$ cat src/pwm_fault_event_pkg.sv
// constants, types and register map of the pwm fault and event block
// Operation
// - unlatched mode: fault status shows live level of each selected trigger
// - latched mode: fault status shows latched triggers, kept after input drops
// - latched trigger stays set until software clears it, only named bits
// - fault status bit one means trigger active, zero means inactive
// - two groups: four external fault inputs, eight comparator triggers
// - each group selection per generator reads back exactly as chosen
// - each generator holds its own independent fault trigger selection
// - after reset or without extended selection, only fault input zero counts
// - trigger selection only takes effect with extended selection enabled
// - generator fault is OR of all selected triggers of both groups
// - each external fault input passes its own sense before combining
// - writing one clears an interrupt status bit, zero leaves it
// - raw status shows all events, masked status is raw AND enables
// - six counter event interrupt enables, cleared enable masks interrupt
// - same register holds six independent trigger output enables
// - min hold mode keeps fault asserted for programmed cycles at least
// - suppressed outputs go low during fault unless drive level high
package pwm_fault_event_pkg;

    localparam int NUM_GEN   = 4;
    localparam int NUM_EXT   = 4;
    localparam int NUM_CMP   = 8;
    localparam int NUM_EVT   = 6;
    localparam int NUM_OUT   = 8;
    localparam int CNT_W     = 16;

    // per generator block stride and register offsets (byte addresses)
    localparam logic [11:0] GEN_STRIDE     = 12'h040;
    localparam logic [5:0]  OFS_MODE       = 6'h00;
    localparam logic [5:0]  OFS_SENSE      = 6'h04;
    localparam logic [5:0]  OFS_MINPER     = 6'h08;
    localparam logic [5:0]  OFS_SEL0       = 6'h0C;
    localparam logic [5:0]  OFS_SEL1       = 6'h10;
    localparam logic [5:0]  OFS_FSTAT0     = 6'h14;
    localparam logic [5:0]  OFS_FSTAT1     = 6'h18;
    localparam logic [5:0]  OFS_INTEN      = 6'h1C;
    localparam logic [5:0]  OFS_RIS        = 6'h20;
    localparam logic [5:0]  OFS_MIS        = 6'h24;
    localparam logic [5:0]  OFS_CMPA       = 6'h28;
    localparam logic [5:0]  OFS_CMPB       = 6'h2C;
    localparam logic [11:0] OFS_SUPPRESS   = 12'h100;
    localparam logic [11:0] OFS_FLT_LEVEL  = 12'h104;

    // mode register fields
    localparam int MODE_LATCH_BIT  = 0;
    localparam int MODE_EXTSRC_BIT = 1;
    localparam int MODE_MINPER_BIT = 2;

    // interrupt/trigger enable register fields
    localparam int INTEN_IRQ_LSB  = 0;
    localparam int INTEN_TRIG_LSB = 8;

    // event bit positions
    localparam int EVT_ZERO = 0;
    localparam int EVT_LOAD = 1;
    localparam int EVT_AU   = 2;
    localparam int EVT_AD   = 3;
    localparam int EVT_BU   = 4;
    localparam int EVT_BD   = 5;

    // reset values
    localparam logic [2:0]       RST_MODE   = 3'h0;
    localparam logic [3:0]       RST_SENSE  = 4'h0;
    localparam logic [CNT_W-1:0] RST_MINPER = 16'h0000;
    localparam logic [3:0]       RST_SEL0   = 4'h0;
    localparam logic [7:0]       RST_SEL1   = 8'h00;
    localparam logic [3:0]       LEGACY_SEL = 4'h1;

    typedef struct packed {
        logic [2:0]       mode;
        logic [3:0]       sense;
        logic [CNT_W-1:0] minper;
        logic [3:0]       sel0;
        logic [7:0]       sel1;
        logic [3:0]       lat0;
        logic [7:0]       lat1;
        logic [CNT_W-1:0] hold;
        logic [5:0]       irq_en;
        logic [5:0]       trig_en;
        logic [5:0]       ris;
        logic [CNT_W-1:0] cmpa;
        logic [CNT_W-1:0] cmpb;
        logic [CNT_W-1:0] prev_cnt;
        logic             fault;
        logic [5:0]       trig;
    } gen_t;

    typedef struct packed {
        gen_t [NUM_GEN-1:0] gen;
        logic [7:0]         supp;
        logic [7:0]         lvl;
        logic [7:0]         pwm;
        logic               pready;
        logic               pslverr;
        logic [31:0]        prdata;
        logic               irq;
    } state_t;

endpackage : pwm_fault_event_pkg

$ cat src/pwm_fault_event.sv
// fault trigger selection, fault status and counter event interrupt logic
`timescale 1ns/10ps
module pwm_fault_event
    import pwm_fault_event_pkg::*;
(
    // clock and reset
    input  wire logic                    pclk,
    input  wire logic                    presetn,
    // apb slave
    input  wire logic [11:0]             paddr,
    input  wire logic                    psel,
    input  wire logic                    penable,
    input  wire logic                    pwrite,
    input  wire logic [31:0]             pwdata,
    output logic      [31:0]             prdata,
    output logic                         pready,
    output logic                         pslverr,
    // fault sources
    input  wire logic [NUM_EXT-1:0]      external_fault_input,
    input  wire logic [NUM_CMP-1:0]      comparator_fault_trigger,
    // counter state per generator
    input  wire logic [NUM_GEN*CNT_W-1:0] cnt_value,
    input  wire logic [NUM_GEN-1:0]      cnt_up,
    input  wire logic [NUM_GEN-1:0]      cnt_load,
    // pwm signals
    input  wire logic [NUM_OUT-1:0]      pwm_in,
    output logic      [NUM_OUT-1:0]      pwm_out,
    // results
    output logic      [NUM_GEN-1:0]      gen_fault,
    output logic      [NUM_GEN*NUM_EVT-1:0] event_trigger,
    output logic                         irq
);

    state_t st_r;
    state_t st_nxt;

    always_comb begin
        logic             setup;
        logic             access;
        logic             wr;
        logic [1:0]       gi;
        logic [5:0]       ofs;
        logic             hit_gen;
        logic [3:0]       sensed;
        logic [3:0]       sel0_eff;
        logic [3:0]       live0;
        logic [7:0]       live1;
        logic [3:0]       stat0;
        logic [7:0]       stat1;
        logic             raw;
        logic [CNT_W-1:0] cnt;
        logic             moved;
        logic [5:0]       ev;
        logic [5:0]       clr;
        logic [3:0]       clr0;
        logic [7:0]       clr1;
        logic             any_irq;
        logic [31:0]      rd;
        logic             err;
        logic [3:0][3:0]  st0_all;
        logic [3:0][7:0]  st1_all;
        setup    = 1'b0;
        access   = 1'b0;
        wr       = 1'b0;
        gi       = 2'h0;
        ofs      = 6'h00;
        hit_gen  = 1'b0;
        sensed   = 4'h0;
        sel0_eff = 4'h0;
        live0    = 4'h0;
        live1    = 8'h00;
        stat0    = 4'h0;
        stat1    = 8'h00;
        raw      = 1'b0;
        cnt      = 16'h0000;
        moved    = 1'b0;
        ev       = 6'h00;
        clr      = 6'h00;
        clr0     = 4'h0;
        clr1     = 8'h00;
        any_irq  = 1'b0;
        rd       = 32'h0000_0000;
        err      = 1'b0;
        st0_all  = '0;
        st1_all  = '0;
        st_nxt   = st_r;

        setup   = psel && !penable;
        access  = psel && penable && st_r.pready;
        wr      = access && pwrite;
        gi      = paddr[7:6];
        ofs     = paddr[5:0];
        hit_gen = (paddr[11:8] == 4'h0);

        for (int g = 0; g < NUM_GEN; g++) begin
            // clear strobes from software writes
            clr  = 6'h00;
            clr0 = 4'h0;
            clr1 = 8'h00;
            if (wr && hit_gen && (gi == 2'(g))) begin
                case (ofs)
                    OFS_MODE:   st_nxt.gen[g].mode   = pwdata[2:0];
                    OFS_SENSE:  st_nxt.gen[g].sense  = pwdata[3:0];
                    OFS_MINPER: st_nxt.gen[g].minper = pwdata[CNT_W-1:0];
                    OFS_SEL0:   st_nxt.gen[g].sel0   = pwdata[3:0];
                    OFS_SEL1:   st_nxt.gen[g].sel1   = pwdata[7:0];
                    OFS_FSTAT0: clr0 = pwdata[3:0];
                    OFS_FSTAT1: clr1 = pwdata[7:0];
                    OFS_INTEN: begin
                        st_nxt.gen[g].irq_en  = pwdata[INTEN_IRQ_LSB +: NUM_EVT];
                        st_nxt.gen[g].trig_en = pwdata[INTEN_TRIG_LSB +: NUM_EVT];
                    end
                    OFS_RIS:    clr = pwdata[5:0];
                    OFS_CMPA:   st_nxt.gen[g].cmpa = pwdata[CNT_W-1:0];
                    OFS_CMPB:   st_nxt.gen[g].cmpb = pwdata[CNT_W-1:0];
                    default:    clr = 6'h00;
                endcase
            end

            // per input sense, one means active low
            sensed = external_fault_input ^ st_r.gen[g].sense;
            // legacy path uses fault input zero only
            // selection applies only in extended mode
            if (st_r.gen[g].mode[MODE_EXTSRC_BIT]) begin
                sel0_eff = st_r.gen[g].sel0;
                live1    = comparator_fault_trigger & st_r.gen[g].sel1;
            end else begin
                sel0_eff = LEGACY_SEL;
                live1    = 8'h00;
            end
            live0 = sensed & sel0_eff;

            // latch holds until cleared, set wins
            st_nxt.gen[g].lat0 = (st_r.gen[g].lat0 & ~clr0) | live0;
            st_nxt.gen[g].lat1 = (st_r.gen[g].lat1 & ~clr1) | live1;

            if (st_r.gen[g].mode[MODE_LATCH_BIT]) begin
                stat0 = st_r.gen[g].lat0 | live0;
                stat1 = st_r.gen[g].lat1 | live1;
            end else begin
                stat0 = live0;
                stat1 = live1;
            end
            st0_all[g] = stat0;
            st1_all[g] = stat1;

            raw = (|stat0) || (|stat1);

            if (raw && st_r.gen[g].mode[MODE_MINPER_BIT]) begin
                st_nxt.gen[g].hold = st_r.gen[g].minper;
            end else if (st_r.gen[g].hold != 16'h0000) begin
                st_nxt.gen[g].hold = st_r.gen[g].hold - 16'h0001;
            end
            st_nxt.gen[g].fault = raw ||
                (st_r.gen[g].mode[MODE_MINPER_BIT] && (st_r.gen[g].hold > 16'h0001));

            // counter events on entry to a match, load event straight from cnt_load
            cnt   = cnt_value[g*CNT_W +: CNT_W];
            moved = (cnt != st_r.gen[g].prev_cnt);
            st_nxt.gen[g].prev_cnt = cnt;
            ev = 6'h00;
            ev[EVT_ZERO] = moved && (cnt == 16'h0000);
            ev[EVT_LOAD] = cnt_load[g];
            ev[EVT_AU]   = moved && (cnt == st_r.gen[g].cmpa) && cnt_up[g];
            ev[EVT_AD]   = moved && (cnt == st_r.gen[g].cmpa) && !cnt_up[g];
            ev[EVT_BU]   = moved && (cnt == st_r.gen[g].cmpb) && cnt_up[g];
            ev[EVT_BD]   = moved && (cnt == st_r.gen[g].cmpb) && !cnt_up[g];

            st_nxt.gen[g].ris = (st_r.gen[g].ris & ~clr) | ev;
            st_nxt.gen[g].trig = ev & st_r.gen[g].trig_en;
            any_irq = any_irq || (|(st_nxt.gen[g].ris & st_nxt.gen[g].irq_en));
        end
        st_nxt.irq = any_irq;

        for (int o = 0; o < NUM_OUT; o++) begin
            if (st_r.gen[o/2].fault && st_r.supp[o]) begin
                st_nxt.pwm[o] = st_r.lvl[o];
            end else begin
                st_nxt.pwm[o] = pwm_in[o];
            end
        end

        if (wr && (paddr == OFS_SUPPRESS)) begin
            st_nxt.supp = pwdata[7:0];
        end
        if (wr && (paddr == OFS_FLT_LEVEL)) begin
            st_nxt.lvl = pwdata[7:0];
        end

        // read data prepared in setup, shown in access
        if (hit_gen) begin
            case (ofs)
                OFS_MODE:   rd = {29'h0, st_r.gen[gi].mode};
                OFS_SENSE:  rd = {28'h0, st_r.gen[gi].sense};
                OFS_MINPER: rd = {16'h0, st_r.gen[gi].minper};
                OFS_SEL0:   rd = {28'h0, st_r.gen[gi].sel0};
                OFS_SEL1:   rd = {24'h0, st_r.gen[gi].sel1};
                OFS_FSTAT0: rd = {28'h0, st0_all[gi]};
                OFS_FSTAT1: rd = {24'h0, st1_all[gi]};
                OFS_INTEN:  rd = {18'h0, st_r.gen[gi].trig_en, 2'h0, st_r.gen[gi].irq_en};
                OFS_RIS:    rd = {26'h0, st_r.gen[gi].ris};
                OFS_MIS:    rd = {26'h0, st_r.gen[gi].ris & st_r.gen[gi].irq_en};
                OFS_CMPA:   rd = {16'h0, st_r.gen[gi].cmpa};
                OFS_CMPB:   rd = {16'h0, st_r.gen[gi].cmpb};
                default:    err = 1'b1;
            endcase
        end else if (paddr == OFS_SUPPRESS) begin
            rd = {24'h0, st_r.supp};
        end else if (paddr == OFS_FLT_LEVEL) begin
            rd = {24'h0, st_r.lvl};
        end else begin
            err = 1'b1;
        end

        if (setup) begin
            st_nxt.pready  = 1'b1;
            st_nxt.pslverr = err;
            st_nxt.prdata  = pwrite ? 32'h0000_0000 : (err ? 32'h0000_0000 : rd);
        end else if (access) begin
            st_nxt.pready  = 1'b0;
            st_nxt.pslverr = 1'b0;
            st_nxt.prdata  = 32'h0000_0000;
        end
    end

    always_ff @(posedge pclk or negedge presetn) begin
        if (!presetn) begin
            for (int g = 0; g < NUM_GEN; g++) begin
                st_r.gen[g].mode     <= RST_MODE;
                st_r.gen[g].sense    <= RST_SENSE;
                st_r.gen[g].minper   <= RST_MINPER;
                st_r.gen[g].sel0     <= RST_SEL0;
                st_r.gen[g].sel1     <= RST_SEL1;
                st_r.gen[g].lat0     <= 4'h0;
                st_r.gen[g].lat1     <= 8'h00;
                st_r.gen[g].hold     <= 16'h0000;
                st_r.gen[g].irq_en   <= 6'h00;
                st_r.gen[g].trig_en  <= 6'h00;
                st_r.gen[g].ris      <= 6'h00;
                st_r.gen[g].cmpa     <= 16'h0000;
                st_r.gen[g].cmpb     <= 16'h0000;
                st_r.gen[g].prev_cnt <= 16'h0000;
                st_r.gen[g].fault    <= 1'b0;
                st_r.gen[g].trig     <= 6'h00;
            end
            st_r.supp    <= 8'h00;
            st_r.lvl     <= 8'h00;
            st_r.pwm     <= 8'h00;
            st_r.pready  <= 1'b0;
            st_r.pslverr <= 1'b0;
            st_r.prdata  <= 32'h0000_0000;
            st_r.irq     <= 1'b0;
        end else begin
            st_r <= st_nxt;
        end
    end

    // outputs straight from state
    assign prdata  = st_r.prdata;
    assign pready  = st_r.pready;
    assign pslverr = st_r.pslverr;
    assign irq     = st_r.irq;
    assign pwm_out = st_r.pwm;

    for (genvar g = 0; g < NUM_GEN; g++) begin : g_out
        assign gen_fault[g]                       = st_r.gen[g].fault;
        assign event_trigger[g*NUM_EVT +: NUM_EVT] = st_r.gen[g].trig;
    end

endmodule : pwm_fault_event

$ cat config.mk
export PLATFORM = sky130hd
export DESIGN_NAME = pwm_fault_event
export DESIGN_NICKNAME = d
export VERILOG_FILES = /design/src/pwm_fault_event_pkg.sv /design/src/pwm_fault_event.sv
export SDC_FILE = /design/constraint.sdc
export NUM_CORES = 1
export LEC_CHECK = 0
export ABC_AREA = 1
export BUFFER_PORTS_ARGS = -buffer_cell sky130_fd_sc_hd__buf_4
export CAP_MARGIN = 20
export CORE_MARGIN = 10
export CORE_UTILIZATION = 45
export CTS_BUF_LIST = sky130_fd_sc_hd__clkbuf_8
export DETAILED_ROUTE_END_ITERATION = 10
export PLACE_DENSITY = 0.72
export SYNTH_ARGS = -nofsm -noshare
export SYNTH_HDL_FRONTEND = slang
export SYNTH_SLANG_ARGS = --single-unit
$ cat constraint.sdc
create_clock -name pclk -period 2.41 [get_ports pclk]
set_clock_uncertainty 0.15 [all_clocks]
set_input_delay 0.723 -clock pclk [delete_from_list [all_inputs] [get_ports pclk]]
set_output_delay 0.723 -clock pclk [all_outputs]
set_load 0.005 [all_outputs]
==> metrics <==
number of nets in the layout 4527; Final Routed Wirelength approximately 110 mm; number of DRC violations after detailed-routing iteration 0 roughly 3600; DR WL/cell 20.43 µm; slew at the pin closest to its max-slew limit ~1.1 ns; most used flip-flop cell after synthesis dfrtp_1; endpoint with the worst hold slack st_r[352]; max incr delay on CP 0.51 ns; Synth Cell Area 29910 µm²; result of the run finished, final reports clean; arrival time worst endpoint around 2.9 ns; static leakage 18.84 nW; Clock H-tree levels 3; I/O pin cnt 212; Peak VDD IR just over 0.4 mV; placer's final routability congestion estimate 0.9927; ranking of synthesized cells by instance count 1240 x nand2_1, 587 x dfrtp_1, 507 x o21ai_0; min-delay worst type in -> reg; sequential-to-total area share from yosys stat 49.10%; Period minus WS final approximately 2.4 ns; R2R Setup Slk 0.02 ns; most common cell in the netlist nand2_1; syn_area_per_cell 7.847 µm²; cell count after synthesis about 3800; master of the slowest instance on the critical path dfrtp_2; library cell appearing most often on the critical path buf_6; clock root cell clkbuf_8; Yosys reg bits 587; number of buffers inserted during clock tree synthesis 101; critical path endpoint category register; Vert. Die Dim 277.8 µm; crit-path cells buf_6, nand2_4, a21oi_2, o21ai_2, nand2_2, nor4_2, buf_4, nand3_2, buf_6, nand2_2, buf_6, buf_6, clkbuf_16, nand3_2, nand2_1; ys async rst share 100.0%; port bufs 179; final global-route overflow total 0; initial core utilization 45.42%; maximum capacitance violations 0; critical path fanouts, max 6; count of filler cells inserted in the layout a little under 6000; final-report setup violation count 0; RSZ-0062 raised after global routing yes; dominant cell type by area after synthesis dfrtp_1; vias per cell about 5.5; number of buffer and inverter instances along the worst setup path 6; hold depth 2; ratio of total power to cell area 588.9 nW/µm²; pin count of the biggest net entering global routing 82; area of the core region 65860 µm²; library cells used by synthesis 53; die area 77190 µm²; antenna violations before repair 6; buffers from clock root to sink, at most 3; Critical R2R Launch st_r[465]; post-detailed-route count of antenna-violating nets 0; number of enable flip-flop cells after synthesis 0; hold slack final between 0.09 and 0.1 ns; Warnings, synthesis 0; clock slew at reported path FFs roughly 0.070 ns; worst setup path category reg -> reg; CP Launch Type register; global-route usage over all layers 27.23%; Site Rows 94; layout cells sized above 1 20.20%; total half-perimeter wirelength after legalization and detailed placement around 80 mm; total stage count of the critical path 15; final routed DRC violation total 0; die width 277.8 µm; total placed instance area 35160 µm²; CTS tree done; worst slack at placement -0.8106 ns; category of cells accounting for the largest share of critical-path delay buffers and inverters; clock insertion delay at the later pin of the skew report 0.71 ns; leading post-synthesis cells by cell area dfrtp_1 49%, nand2_1 16%, o21ai_0 8.5%; max-slew violation count 0; setup ws final 0.01676 ns; total number of vias 29250; portion of synthesized cell area occupied by the leading cell type 49.10%; achievable frequency 0.4178 GHz; Final Hold Viols 0; Layout Area Growth over Synthesis 27.53%; portion of the clock cycle consumed by the worst path in the final layout 99.30%; via count of the first global-routing pass 27950; reg2reg path depth 15; number of sinks driven by the clock tree 587; destination of the worst register-to-register timing path st_r[413]; total iterations of the first detailed-routing run 6; relative slew slack ~29%; worst hold start cnt_value[46]; summed area of non-filler cells in the final layout 38150 µm²; critical path data required time 2.90 ns; wire length of the first global-routing pass 164.7 mm
[worst max-delay path by stage]
| stage | startpoint | to | slack [ns] |
|---|---|---|---|
| 2_1_floorplan | paddr[9] | irq | 0.13 |
| 6_report | st_r[465] | st_r[413] | 0.02 |
| 5_1_grt | st_r[465] | st_r[415] | -0.05 |
| 4_1_cts | st_r[465] | st_r[406] | -0.002 |
| 3_5_place_dp | paddr[6] | prdata[3] | -0.81 |
| 3_3_place_gp | paddr[6] | prdata[3] | -0.84 |
[per-layer routing]
| metal | share of wire (%) | routed length, µm | GRT usage, % |
|---|---|---|---|
| met5 | 0.031 | 34 | 0 |
| met4 | 3.5 | 3778 | 9.648 |
| met3 | 11 | 12030 | 7.008 |
| met2 | 45 | 49160 | 42.54 |
| met1 | 40 | 43730 | 36.06 |
[cell usage in the layout (no fill, tap or decap), types with 48 or more instances in the layout]
| cell | n |
|---|---|
| xnor2_1 | 103 |
| nand3_1 | 146 |
| dfrtp_1 | 583 |
| inv_1 | 354 |
| clkbuf_8 | 123 |
| nand2_1 | 1222 |
| buf_12 | 52 |
| buf_4 | 565 |
| o21ai_0 | 496 |
| nor2_1 | 237 |
| a22oi_1 | 71 |
| o22ai_1 | 48 |
[flip-flops by register name, summed over array words and instances, names as in the netlist]
signal and flops:
st_r 532, event_trigger 24, prdata 16, pwm_out 8, irq 1, pready 1, gen_fault 4, pslverr 1
[power by group]
part	switching [W]	internal, W
logic	0.00139	0.000963
clock network	0.00435	0.00538
registers	0.000238	0.0101
total	0.00598	0.0165
[layout make-up]
type | count | area, µm² | area share, %
flip-flops and latches | 587 | 14690 | 38.52
multi-input cells | 2679 | 13060 | 34.23
repair buffers | 668 | 5867 | 15.38
clock buffers | 123 | 1693 | 4.437
inverters | 341 | 1286 | 3.371
well taps | 864 | 1081 | 2.834
clock inverters | 58 | 464.2 | 1.217
diodes | 2 | 5.005 | 0.01312
[metrics by stage]
stage | cells | total power [W] | util, % | setup TNS, ns
floorplan | 3827 | 0.01157 | - | 0
global placement | 5092 | 0.01274 | 53.39 | -52.84
detailed placement | 5092 | 0.01279 | 53.39 | -65.84
CTS | 5308 | 0.02251 | 57.20 | -0.001560
global route | 5321 | 0.02328 | 57.92 | -0.2787
finish | 5322 | 0.02247 | 57.92 | 0
[repair_timing]
action	4_1_cts	5_1_grt
cloned	0	3
endpoints found under the hold margin	59	0
pin swaps	0	26
hold buffers	34	0
setup buffers	1	9
gates resized for setup	6	90
endpoints found under the setup margin	18	58
[logic make-up after synthesis]
kind of cell	after synthesis	synth area share, %
AOI/OAI and AO/OA	735	13.73
xor gates and xnor gates	140	4.099
adders and majority gates	8	0.3346
buffers and inverters	561	8.361
DFF	587	49.10
other	1	0.01254
and+or+nand+nor	1780	24.36
Note: power is estimated with default switching activity, not from simulation.
